File: src/hw/pues_pkg.sv
// Purpose: Shared constants for the port unit error status and mask block
// Assumes: 32-bit register port, byte addresses, core clock of 250 MHz
// Notes:   Status and mask bits are sticky; only the power-on reset resets them
package pues_pkg;

	localparam int unsigned REG_ADDR_W     = 12;
	localparam int unsigned REG_DATA_W     = 32;

	// Register byte addresses
	localparam logic [11:0] ADDR_UNIT_STATUS = 12'h140;
	localparam logic [11:0] ADDR_UNIT_MASK   = 12'h144;
	localparam logic [11:0] ADDR_IRQ_MASK    = 12'h150;

	// Unit error status field layout
	localparam int unsigned STATUS_W         = 8;
	localparam int unsigned BIT_RB_HDR_PAR   = 7;
	localparam int unsigned BIT_RB_CTL_PAR   = 6;
	localparam int unsigned BIT_DLLP_TO      = 5;
	localparam int unsigned BIT_SMB_CLTO     = 2;
	localparam int unsigned BIT_SMB_NAK      = 1;
	localparam int unsigned BIT_SMB_ARB      = 0;
	localparam logic [7:0]  STATUS_IMPL      = 8'he7;
	localparam logic [7:0]  STATUS_RESET     = 8'h00;

	// Unit error mask field layout: bits 15:12 held here
	localparam int unsigned MASK_LO          = 12;
	localparam int unsigned MASK_HI          = 15;
	localparam int unsigned MASK_W           = 4;
	localparam int unsigned MBIT_LLP         = 0;
	localparam int unsigned MBIT_CPL_OVF     = 1;
	localparam int unsigned MBIT_NP_OVF      = 2;
	localparam int unsigned MBIT_P_OVF       = 3;
	localparam logic [31:0] UNIT_MASK_RESET  = 32'h0000e000;
	localparam logic [3:0]  MASK_HI_RESET    = UNIT_MASK_RESET[15:12];

	localparam logic [7:0]  IRQ_MASK_RESET   = 8'h00;

	// SMBus clock-low timeout
	localparam int unsigned CLK_FREQ_MHZ       = 250;
	localparam int unsigned SMB_LOW_TIMEOUT_US = 25000;
	localparam int unsigned SMB_LOW_TIMEOUT_CYCLES = SMB_LOW_TIMEOUT_US * CLK_FREQ_MHZ;
	localparam int unsigned SMB_CNT_W          = 24;

endpackage

File: src/hw/pues_smb_low_timer.sv
// Purpose: Detects the SMBus clock line held low longer than the timeout
// Assumes: smb_clk_i is a raw pin, idle high
// Notes:   One pulse per low period; rearms when the line goes high
`timescale 1ns/1ns
`default_nettype none
module pues_smb_low_timer
	import pues_pkg::*;
#(
	parameter int unsigned LOW_CYCLES = pues_pkg::SMB_LOW_TIMEOUT_CYCLES
) (
	input  wire logic clk_i,
	input  wire logic nrst_i,
	input  wire logic smb_clk_i,
	output var  logic timeout_o
);
	typedef struct packed {
		logic                 sync1;
		logic                 sync2;
		logic [SMB_CNT_W-1:0] cnt;
		logic                 fired;
		logic                 timeout;
	} pues_tmr_type;

	pues_tmr_type s_q;
	pues_tmr_type s_d;

	localparam logic [SMB_CNT_W-1:0] LIMIT = LOW_CYCLES[SMB_CNT_W-1:0];

	always_comb begin
		s_d         = s_q;
		s_d.sync1   = smb_clk_i;
		s_d.sync2   = s_q.sync1;
		s_d.timeout = 1'b0;
		if (s_q.sync2) begin
			s_d.cnt   = '0;
			s_d.fired = 1'b0;
		end else if (!s_q.fired) begin
			if (s_q.cnt == LIMIT) begin
				s_d.timeout = 1'b1;
				s_d.fired   = 1'b1;
			end else begin
				s_d.cnt = s_q.cnt + 1'b1;
			end
		end
	end

	always_ff @(posedge clk_i or negedge nrst_i) begin
		if (!nrst_i) begin
			s_q       <= '0;
			s_q.sync1 <= 1'b1;
			s_q.sync2 <= 1'b1;
		end else begin
			s_q <= s_d;
		end
	end

	assign timeout_o = s_q.timeout;
endmodule
`default_nettype wire

File: src/hw/pcie_unit_error_status_mask.sv
// Purpose: Port unit error status (low bits) and unit error mask (upper bits)
// Assumes: Event inputs are one-cycle pulses on clk_i; smb_clk_i is a raw pin
// Notes:   Register port answers every read one cycle later; no wait states
//
// Function
// - Each status bit resets to zero and clears only on a written one.
// - Status and mask bits survive the ordinary reset; only power-on resets them.
// - A retry buffer header parity error sets bit 7, marks the transaction bad and stops transfers.
// - A retry buffer control parity error sets bit 6, is fatal and stops transfers.
// - Retry buffer header and control parity errors count only while a replay runs.
// - A missing flow-control DLLP sets bit 5, while ACK or NAK timeouts do not.
// - The SMBus clock held low beyond 25 ms sets bit 2.
// - An unexpected SMBus NAK sets bit 1.
// - Lost SMBus arbitration sets bit 0 and is a correctable error.
// - A masked upper-mask event is dropped from unit_report_o; it has no status bit, and err_log_o passes every status event unmasked.
// - The lowest four mask bits do nothing in this device.
// - Mask bits 15, 14 and 13 reset to one, masking the queue overflows.
// - Mask bit 12 gates link-layer protocol error reporting and resets to zero.
`timescale 1ns/1ns
`default_nettype none
module pcie_unit_error_status_mask
	import pues_pkg::*;
#(
	parameter int unsigned SMB_LOW_CYCLES = pues_pkg::SMB_LOW_TIMEOUT_CYCLES
) (
	input  wire logic                            clk_i,
	input  wire logic                            nrst_i,
	input  wire logic                            pwr_on_nrst_i,
	// Register port
	input  wire logic [pues_pkg::REG_ADDR_W-1:0] reg_addr_i,
	input  wire logic [pues_pkg::REG_DATA_W-1:0] reg_wdata_i,
	input  wire logic                            reg_wr_i,
	input  wire logic                            reg_rd_i,
	output var  logic [pues_pkg::REG_DATA_W-1:0] reg_rdata_o,
	// Link layer events
	input  wire logic                            retry_replay_active_i,
	input  wire logic                            rb_hdr_parity_err_i,
	input  wire logic                            rb_ctl_parity_err_i,
	input  wire logic                            fc_dllp_timeout_i,
	input  wire logic                            ack_nak_timeout_i,
	input  wire logic                            link_protocol_err_i,
	input  wire logic                            up_posted_ovf_i,
	input  wire logic                            up_nonposted_ovf_i,
	input  wire logic                            up_cpl_ovf_i,
	// SMBus events
	input  wire logic                            smb_clk_i,
	input  wire logic                            smbus_unexpected_nak_i,
	input  wire logic                            smbus_arbitration_lost_i,
	// Results
	output var  logic                            txn_bad_o,
	output var  logic                            xfer_stop_o,
	output var  logic                            fatal_err_o,
	output var  logic                            corr_err_o,
	output var  logic [pues_pkg::STATUS_W-1:0]   err_log_o,
	output var  logic [pues_pkg::MASK_W-1:0]     unit_report_o,
	output var  logic                            irq_o
);
	// Power-on domain: survives the ordinary reset
	typedef struct packed {
		logic [STATUS_W-1:0] status;
		logic [MASK_W-1:0]   mask_hi;
		logic                xfer_stop;
	} pues_sticky_type;

	// Ordinary reset domain
	typedef struct packed {
		logic [REG_DATA_W-1:0] rdata;
		logic [STATUS_W-1:0]   irq_mask;
		logic                  irq;
		logic                  txn_bad;
		logic                  fatal;
		logic                  corr;
		logic [STATUS_W-1:0]   log;
		logic [MASK_W-1:0]     report;
	} pues_state_type;

	pues_sticky_type sk_q;
	pues_sticky_type sk_d;
	pues_state_type  st_q;
	pues_state_type  st_d;

	logic smb_low_timeout;

	function automatic logic addr_hit(
		input logic [REG_ADDR_W-1:0] addr,
		input logic [REG_ADDR_W-1:0] target
	);
		return addr == target;
	endfunction

	pues_smb_low_timer #(
		.LOW_CYCLES (SMB_LOW_CYCLES)
	) u_smb_low_timer (
		.clk_i     (clk_i),
		.nrst_i    (nrst_i),
		.smb_clk_i (smb_clk_i),
		.timeout_o (smb_low_timeout)
	);

	// Qualified event strobes, one per source except the ACK/NAK timeout, which has none
	logic ev_hdr_par;
	logic ev_ctl_par;
	logic ev_dllp_to;
	logic ev_smb_clto;
	logic ev_smb_nak;
	logic ev_smb_arb;
	logic ev_llp;
	logic ev_cpl_ovf;
	logic ev_np_ovf;
	logic ev_p_ovf;

	// Next-state pieces
	logic [STATUS_W-1:0]   ev;
	logic [STATUS_W-1:0]   clr;
	logic [MASK_W-1:0]     upper_ev;
	logic                  wr_status;
	logic                  wr_mask;
	logic                  wr_irq_mask;
	logic                  rd_status;
	logic                  rd_mask;
	logic                  rd_irq_mask;
	logic                  fatal_ev;
	logic [STATUS_W-1:0]   status_nxt;
	logic [STATUS_W-1:0]   irq_mask_nxt;
	logic [MASK_W-1:0]     mask_nxt;
	logic                  stop_nxt;
	logic [REG_DATA_W-1:0] read_word;
	logic [MASK_W-1:0]     report_nxt;
	logic                  txn_bad_nxt;
	logic                  fatal_nxt;
	logic                  corr_nxt;
	logic [STATUS_W-1:0]   log_nxt;
	logic                  irq_nxt;

	// Sticky bit update; a new event beats a clear in the same cycle
	function automatic logic w1c_bit(
		input logic old_bit,
		input logic clr_bit,
		input logic set_bit
	);
		return (old_bit & ~clr_bit) | set_bit;
	endfunction

	// Mask bit zero lets an event through
	function automatic logic report_bit(
		input logic ev_bit,
		input logic mask_bit
	);
		return ev_bit & ~mask_bit;
	endfunction

	// Status-layout field in a zeroed word
	function automatic logic [REG_DATA_W-1:0] place_status(
		input logic [STATUS_W-1:0] field
	);
		logic [REG_DATA_W-1:0] word;
		word               = '0;
		word[STATUS_W-1:0] = field & STATUS_IMPL;
		return word;
	endfunction

	function automatic logic [REG_DATA_W-1:0] place_mask(
		input logic [MASK_W-1:0] field
	);
		logic [REG_DATA_W-1:0] word;
		word                  = '0;
		word[MASK_HI:MASK_LO] = field;
		return word;
	endfunction

	always_comb begin
		ev_hdr_par  = rb_hdr_parity_err_i & retry_replay_active_i;
		ev_ctl_par  = rb_ctl_parity_err_i & retry_replay_active_i;
		// Flow-control only
		// ACK/NAK timeouts are deliberately not folded in here.
		ev_dllp_to  = fc_dllp_timeout_i;
		ev_smb_clto = smb_low_timeout;
		ev_smb_nak  = smbus_unexpected_nak_i;
		ev_smb_arb  = smbus_arbitration_lost_i;

		// Upper-mask events
		ev_llp      = link_protocol_err_i;
		ev_cpl_ovf  = up_cpl_ovf_i;
		ev_np_ovf   = up_nonposted_ovf_i;
		ev_p_ovf    = up_posted_ovf_i;
	end

	// Status layout; bits 4:3 never set
	always_comb begin
		ev                 = '0;
		ev[BIT_RB_HDR_PAR] = ev_hdr_par;
		ev[BIT_RB_CTL_PAR] = ev_ctl_par;
		ev[BIT_DLLP_TO]    = ev_dllp_to;
		ev[BIT_SMB_CLTO]   = ev_smb_clto;
		ev[BIT_SMB_NAK]    = ev_smb_nak;
		ev[BIT_SMB_ARB]    = ev_smb_arb;

		upper_ev               = '0;
		upper_ev[MBIT_LLP]     = ev_llp;
		upper_ev[MBIT_CPL_OVF] = ev_cpl_ovf;
		upper_ev[MBIT_NP_OVF]  = ev_np_ovf;
		upper_ev[MBIT_P_OVF]   = ev_p_ovf;

		fatal_ev = ev[BIT_RB_HDR_PAR] | ev[BIT_RB_CTL_PAR];
	end

	// Register decode
	always_comb begin
		wr_status   = reg_wr_i & addr_hit(reg_addr_i, ADDR_UNIT_STATUS);
		wr_mask     = reg_wr_i & addr_hit(reg_addr_i, ADDR_UNIT_MASK);
		wr_irq_mask = reg_wr_i & addr_hit(reg_addr_i, ADDR_IRQ_MASK);
		rd_status   = reg_rd_i & addr_hit(reg_addr_i, ADDR_UNIT_STATUS);
		rd_mask     = reg_rd_i & addr_hit(reg_addr_i, ADDR_UNIT_MASK);
		rd_irq_mask = reg_rd_i & addr_hit(reg_addr_i, ADDR_IRQ_MASK);
		clr = wr_status ? (reg_wdata_i[STATUS_W-1:0] & STATUS_IMPL) : '0;
	end

	always_comb begin
		status_nxt = '0;
		for (int i = 0; i < STATUS_W; i++) begin
			if (STATUS_IMPL[i]) begin
				status_nxt[i] = w1c_bit(sk_q.status[i], clr[i], ev[i]);
			end
		end
	end

	always_comb begin
		mask_nxt = sk_q.mask_hi;
		if (wr_mask) begin
			mask_nxt = reg_wdata_i[MASK_HI:MASK_LO];
		end
		irq_mask_nxt = st_q.irq_mask;
		if (wr_irq_mask) begin
			irq_mask_nxt = reg_wdata_i[STATUS_W-1:0] & STATUS_IMPL;
		end
		// Stop while fatal
		// Held until software clears both fatal bits.
		stop_nxt = status_nxt[BIT_RB_HDR_PAR] | status_nxt[BIT_RB_CTL_PAR];
	end

	always_comb begin
		report_nxt[MBIT_LLP]     = report_bit(upper_ev[MBIT_LLP], sk_q.mask_hi[MBIT_LLP]);
		report_nxt[MBIT_CPL_OVF] = report_bit(upper_ev[MBIT_CPL_OVF], sk_q.mask_hi[MBIT_CPL_OVF]);
		report_nxt[MBIT_NP_OVF]  = report_bit(upper_ev[MBIT_NP_OVF], sk_q.mask_hi[MBIT_NP_OVF]);
		report_nxt[MBIT_P_OVF]   = report_bit(upper_ev[MBIT_P_OVF], sk_q.mask_hi[MBIT_P_OVF]);
	end

	// Read data stands one cycle only
	always_comb begin
		read_word = '0;
		if (rd_status) begin
			read_word = place_status(sk_q.status);
		end else if (rd_mask) begin
			read_word = place_mask(sk_q.mask_hi);
		end else if (rd_irq_mask) begin
			read_word = place_status(st_q.irq_mask);
		end
	end

	always_comb begin
		txn_bad_nxt = ev[BIT_RB_HDR_PAR];
		fatal_nxt   = fatal_ev;
		corr_nxt    = ev[BIT_SMB_ARB];
		// Logs see every event; their masks live elsewhere
		log_nxt     = ev;
		// Next values so irq rises with the status bit
		irq_nxt     = |(status_nxt & irq_mask_nxt);
	end

	always_comb begin
		sk_d           = sk_q;
		sk_d.status    = status_nxt;
		sk_d.mask_hi   = mask_nxt;
		sk_d.xfer_stop = stop_nxt;
	end

	always_comb begin
		st_d          = st_q;
		st_d.irq_mask = irq_mask_nxt;
		st_d.rdata    = read_word;
		st_d.txn_bad  = txn_bad_nxt;
		st_d.fatal    = fatal_nxt;
		st_d.corr     = corr_nxt;
		st_d.log      = log_nxt;
		st_d.report   = report_nxt;
		st_d.irq      = irq_nxt;
	end

	always_ff @(posedge clk_i or negedge pwr_on_nrst_i) begin
		if (!pwr_on_nrst_i) begin
			sk_q           <= '0;
			sk_q.status    <= STATUS_RESET;
			sk_q.mask_hi   <= MASK_HI_RESET;
			sk_q.xfer_stop <= 1'b0;
		end else begin
			sk_q <= sk_d;
		end
	end

	always_ff @(posedge clk_i or negedge nrst_i) begin
		if (!nrst_i) begin
			st_q          <= '0;
			st_q.irq_mask <= IRQ_MASK_RESET;
		end else begin
			st_q <= st_d;
		end
	end

	assign reg_rdata_o   = st_q.rdata;
	assign txn_bad_o     = st_q.txn_bad;
	assign xfer_stop_o   = sk_q.xfer_stop;
	assign fatal_err_o   = st_q.fatal;
	assign corr_err_o    = st_q.corr;
	assign err_log_o     = st_q.log;
	assign unit_report_o = st_q.report;
	assign irq_o         = st_q.irq;

endmodule
`default_nettype wire

File: config.mk
export PLATFORM = sky130hd
export DESIGN_NAME = pcie_unit_error_status_mask
export DESIGN_NICKNAME = d
export VERILOG_FILES = /design/src/hw/pues_pkg.sv /design/src/hw/pues_smb_low_timer.sv /design/src/hw/pcie_unit_error_status_mask.sv
export SDC_FILE = /design/constraint.sdc
export NUM_CORES = 1
export LEC_CHECK = 0
export BUFFER_PORTS_ARGS = -buffer_cell sky130_fd_sc_hd__buf_4
export CAP_MARGIN = 20
export CORE_MARGIN = 4
export CORE_UTILIZATION = 55
export DETAILED_ROUTE_END_ITERATION = 7
export GPL_ROUTABILITY_DRIVEN = 0
export GPL_TIMING_DRIVEN = 0
export PLACE_DENSITY = 0.84
export SYNTH_ARGS = -nofsm -noshare
export SYNTH_HDL_FRONTEND = slang
export SYNTH_SLANG_ARGS = --single-unit
export TNS_END_PERCENT = 100
File: constraint.sdc
create_clock -name clk_i -period 3.43 [get_ports clk_i]
set_clock_uncertainty 0.05 [all_clocks]
set_input_delay 0 -clock clk_i [delete_from_list [all_inputs] [get_ports clk_i]]
set_output_delay 0 -clock clk_i [all_outputs]
set_load 0.01 [all_outputs]
* Yosys cells after proc, flatten, opt, wreduce, memory -nomap -nowiden
Index checks and enable logic that the tools add are counted. Widths: inputs -> output; s select.
Operators by class: add/subtract/negate cells 1, $mul 0, divide/modulo/power cells 0, order comparisons 0, equality and inequality tests 6, shift operators 0, muxes and demuxes 10, bitwise operators 37, reductions and logical operators 2
Operators with widths (number):
- $mux 32 | 2
- $eq 12x9->1 const B | 3
- $mux 26 | 1
- $mux 25 | 1
- $add 24x1->24 const B | 1
- $eq 24x23->1 const B | 1
- $mux 24 | 1
- $mux 8 | 3
- $and 1x1->1 | 18
- $not 1->1 | 10
- $and 8x8->8 | 1
- $or 1x1->1 | 8
- $reduce_or 8->1 | 1
- $ne 2x1->1 const B | 2
- $mux 2 | 1
- $reduce_and 2->1 | 1
- $mux 1 | 1
Word-level totals: flip-flop bits (word level) 93, latch bits 0, RAM bits 0, bits in read-only memories 0, input port bits 61, output and inout port bits 49, word-level logic and storage cells 72, memories kept 0

* Longest topological paths before layout
word-level depth 8, mapped depth 9

* By module
From an unflattened synthesis, not the netlist that was laid out.
Second synthesis, totals: cell total of the unflattened synthesis 301, area, all modules 3311.9 sq um
By module, submodules not included:
- pcie_unit_error_status_mask | instances 1, cells an instance 152, area an instance 1820.5 sq um, sequential area each 979.7 sq um
- pues_smb_low_timer | instances 1, cells an instance 149, area an instance 1491.4 sq um, sequential area each 703.2 sq um

* Worst setup path after synthesis
No wires, ideal clock.
kind register to register, from reg u_smb_low_timer.s_q[9] in the netlist's numbering, to reg u_smb_low_timer.s_q[21] in the netlist's numbering, library setup time 126 ps, data arrival time 2075 ps, data required time 3254 ps, setup slack 1179 ps, cell stages (with the launch flop) 7, clock period less this slack 2251 ps, cell sequence dfrtp_1 > or4b_1 > or4_1 > buf_6 > o211a_4 > buf_6 > a221o_1
On the way: longest elaborated chain between the ends 4, elaborated cells on any way between the ends 7, those cells by class add/sub (1); eq/ne (2); mux (3); reduce/logical (1)
Ends and longest elaborated chain:
- from (decl) | line pues_smb_low_timer.sv:24 | pues_tmr_type s_q;
- $add 24x1->24 | line pues_smb_low_timer.sv:42 | s_d.cnt = s_q.cnt + 1'b1;
- $mux 24 | line pues_smb_low_timer.sv:38 | if (s_q.cnt == LIMIT) begin
- $mux 26 | line pues_smb_low_timer.sv:37 | end else if (!s_q.fired) begin
- $mux 25 | line pues_smb_low_timer.sv:34 | if (s_q.sync2) begin
Several ways; a longest one is shown, not always the timed one. The select of a mux whose other input is x is not followed. A chain may end at the register's enable or synchronous reset.

* Worst setup path in the final report
from in reg_addr_i[1] in the netlist's numbering, to reg st_q (netlist bit irq_o)
On the way: elaborated cells on any way between the ends 26, those cells by class eq/ne (2); mux (2); bitwise (21); reduce/logical (1)
RTL lines:
- from (decl) | line pcie_unit_error_status_mask.sv:30 | input wire logic [pues_pkg::REG_ADDR_W-1:0] reg_addr_i,
- $eq 12x9->1 | line pcie_unit_error_status_mask.sv:88 | return addr == target;
- $and 1x1->1 | line pcie_unit_error_status_mask.sv:211 | wr_irq_mask = reg_wr_i & addr_hit(reg_addr_i, ADDR_IRQ_MASK);
- $mux 8 | line pcie_unit_error_status_mask.sv:233 | if (wr_irq_mask) begin
- net irq_mask_nxt[1] | line pcie_unit_error_status_mask.sv:124 | logic [STATUS_W-1:0] irq_mask_nxt;
- $and 8x8->8 | line pcie_unit_error_status_mask.sv:267 | irq_nxt = |(status_nxt & irq_mask_nxt);
- $reduce_or 8->1 | line pcie_unit_error_status_mask.sv:267
- net irq_nxt | line pcie_unit_error_status_mask.sv:133 | logic irq_nxt;
- to (signal assigned) | line pcie_unit_error_status_mask.sv:305 | st_q <= st_d;
- to (decl) | line pcie_unit_error_status_mask.sv:79 | pues_state_type st_q;
The timed path passes the listed nets, and every way through them passes these cells.

==> impl_metrics.tcl <==
set metrics [dict create \
    status "complete, no violations" \
    grt_pass1_vias 2896 \
    cts_tree "done" \
    path_clk_slew_ns 0.07 \
    rows 28 \
    area_growth_pct 33.6 \
    chipWidth_um 86.0 \
    via_count 2826 \
    final_net_count 509 \
    ir_drop_mv 0.306 \
    finalSetupViolCount 0 \
    slew_headroom_pct 45.5 \
    rsz0062_at_grt "false" \
    boundaryPins 110 \
    drc 0 \
    final_cell_mix "106 x buf_4, 62 x dfrtp_1, 28 x dlygate4sd3_1" \
    ctsResizeCount 0 \
    via_per_inst 5.37 \
    synth_edf_count 0 \
    drt-total-wl_mm 8.21 \
    drt_iter0_markers 199 \
    drtAntennaViolNets 0 \
    synth_area_leader_cell "dfrtp_1" \
    postLayoutCoreUtil_pct 75.4 \
    tightestPinTransition_ns 0.812 \
    start_kind "input pin" \
    p_per_area_nw_per_um2 361 \
    cts_setup_buffers 0 \
    synth_top_area_share_pct 46.4 \
    wl_met1_mm 3.21 \
    first_pass_iters 4 \
    cts_root_buf "clkbuf_8" \
    slowest_delay_ns 0.60 \
    drv_slew 0 \
    period_share_pct 73.5 \
    antenna_found_initial 0 \
    drive_gt1_share_pct 31.3 \
    final_common_cell "buf_4" \
    min_period_ns 2.52 \
    die_y_um 86.0 \
    max_cap_violations 0 \
    synth_area_um2 3340 \
    grt_max_degree 57 \
    ys_seq_area_share_pct 50.3 \
    dpl.cell_count 482 \
    synth_seq_cells 67 \
    cp_data_arrival_time_ns 2.67 \
    finalNonFillerCells 526 \
    htree_levels 3 \
    grt_usage_pct 23.6 \
    cts_buffers 9 \
    synth_area_leaders "dfrtp_1 46%, buf_4 9.9%, dfstp_2 3.9%" \
    clock_path_buffers 2 \
    critPathKind "input pin to register" \
    async_flop_share_pct 100 \
    crit_fanout 6 \
    top_layer "met4" \
    port_buffers 62 \
    hold_viol_final 0 \
    core_area_um2 5920 \
    clk_latency_ns 0.34 \
    critical_path.slowest_cell "nor4b_4" \
    avgSynthCellArea_um2 10.4 \
    start_util_pct 56.5 \
    required_ns 3.57 \
    cts_sinks 67 \
    fmax_ghz 0.397 \
    antennaDiodeCount 0 \
    grt_pass1_wl_mm 13.5 \
    end_kind "register" \
    wl_met3_um 519 \
    tns_ns 0 \
    hp-class "input pin to register" \
    yosysUniqueCellTypes 54 \
    post_drt_wl_per_cell_um 15.6 \
    grt_remaining_overflow 0 \
    wl_met2_mm 4.26 \
    yosys_warnings 0 \
    synth_cells 322 \
    synth_flop_cell "dfrtp_1" \
    dp.final_hpwl_mm 5.33 \
    power.leakage_nw 2.16 \
    fp.dieArea_um2 7390 \
    crit_chain "dlygate4sd3_1 > buf_4 > nor4b_1 > nor4b_4 > mux2_2 > a32oi_1 > o2111ai_1" \
]
==> routing by layer <==
metal | up-vias | track usage [%]
li1 | 1320 | -
met2 | 127 | 41.1
met1 | 1357 | 27.2
met4 | 0 | 13.7
met3 | 22 | 3.94
met5 | - | 0
==> power by group <==
part / internal [mW] / total [mW] / switching, mW
sequential: 0.800 / 0.806 / 0.00570
clock: 0.356 / 0.646 / 0.290
combinational: 0.0891 / 0.161 / 0.0721
total: 1.25 / 1.61 / 0.367
==> per-stage QoR <==
stage / worst slack [ns] / instance area (um2) / power [mW] / hold slack [ns]
floorplan: 1.18 / 3430 / 0.884 / -0.346
finish: 0.908 / 4470 / 1.61 / 0.0373
detailed placement: 1.02 / 3990 / 0.952 / -0.206
global route: 0.790 / 4470 / 1.68 / 0.0599
CTS: 0.981 / 4470 / 1.62 / 0.00796
global placement: 1.05 / 3990 / 0.949 / -0.203
==> sequential cells by signal (all words and copies together) (netlist names), 4 cells and up <==
signal and flops:
err_log_o 6, reg_rdata_o 10, sk_q 10, st_q 6
u_smb_low_timer.s_q 26, unit_report_o 4
==> final timing paths <==
kind / from / endpoint / slack [ns] / depth (start not counted)
setup / recovery: reg_addr_i[1] / irq_o$_DFF_PN0_ / 0.91 / 7
hold / removal: reg_addr_i[10] / reg_rdata_o[15]$_DFF_PN0_ / 0.04 / 4
setup reg to reg: u_smb_low_timer.s_q[8]$_DFFE_PN0P_ / u_smb_low_timer.s_q[22]$_DFFE_PN0P_ / 0.98 / 8
hold reg to reg: u_smb_low_timer.s_d[26]$_DFF_PN1_ / u_smb_low_timer.s_q[26]$_DFF_PN1_ / 0.31 / 0
max in group asynchronous: pwr_on_nrst_i / sk_q[1]$_DFFE_PN0P_ / 2.34 / 3
min in group asynchronous: pwr_on_nrst_i / sk_q[4]$_DFFE_PN1P_ / 0.13 / 2
==> what timing repair did <==
action                                  in CTS  in global routing
endpoints found under the setup margin       0                  0
hold buffers                                28                  0
endpoints found under the hold margin       98                  0
==> cell usage after synthesis (3+ instances only) <==
cell type  number
o2111ai_1       3
nor3_1          8
nand2b_1        3
buf_6           4
xnor2_1         4
clkbuf_1        4
or2_2           3
inv_1          17
nor4b_1         5
and3_1          5
nor2b_1         5
a31oi_1         6
nand4_1         5
buf_4          44
a22o_1          6
nand2_1        25
dfrtp_1        62
dfstp_2         5
nor2_1         19
xor2_1          3
nand3_1         9
or4_1           7
mux2_2          4
and2_1          4
o21ai_0         9
a21oi_1        11
mux2i_1         3
o31ai_1         6
==> area by class of cell <==
type | instances | area [um2]
inverter | 18 | 67.6
clock inverter | 4 | 51.3
fill | 391 | 1450
sequential | 67 | 1680
timing repair buffer | 90 | 746
multi-input combinational | 208 | 1290
buffer | 52 | 390
tap | 75 | 93.8
clock buffer | 12 | 145
==> kinds of logic (layout without fill, tap and decap cells) <==
logic type      Yosys count  count (layout)  synth area share (%)
buf+inv                  70             176                  13.7
fa+ha+maj                 2               2                 0.748
mux                       8               8                  2.58
xor+xnor                  7               7                  1.83
other cells               1              24                 0.112
simple gates            111             111                  18.8
compound gates           56              56                  11.9
flops                    67              67                  50.3
==> critical path, delay by kind of cell <==
family                 cells  cell delay, ns
AOI/OAI and AO/OA          2            0.42
buffers and inverters      2            0.69
muxes                      1            0.42
and+or+nand+nor            2            1.13
Power figures use the tool's default switching activity.
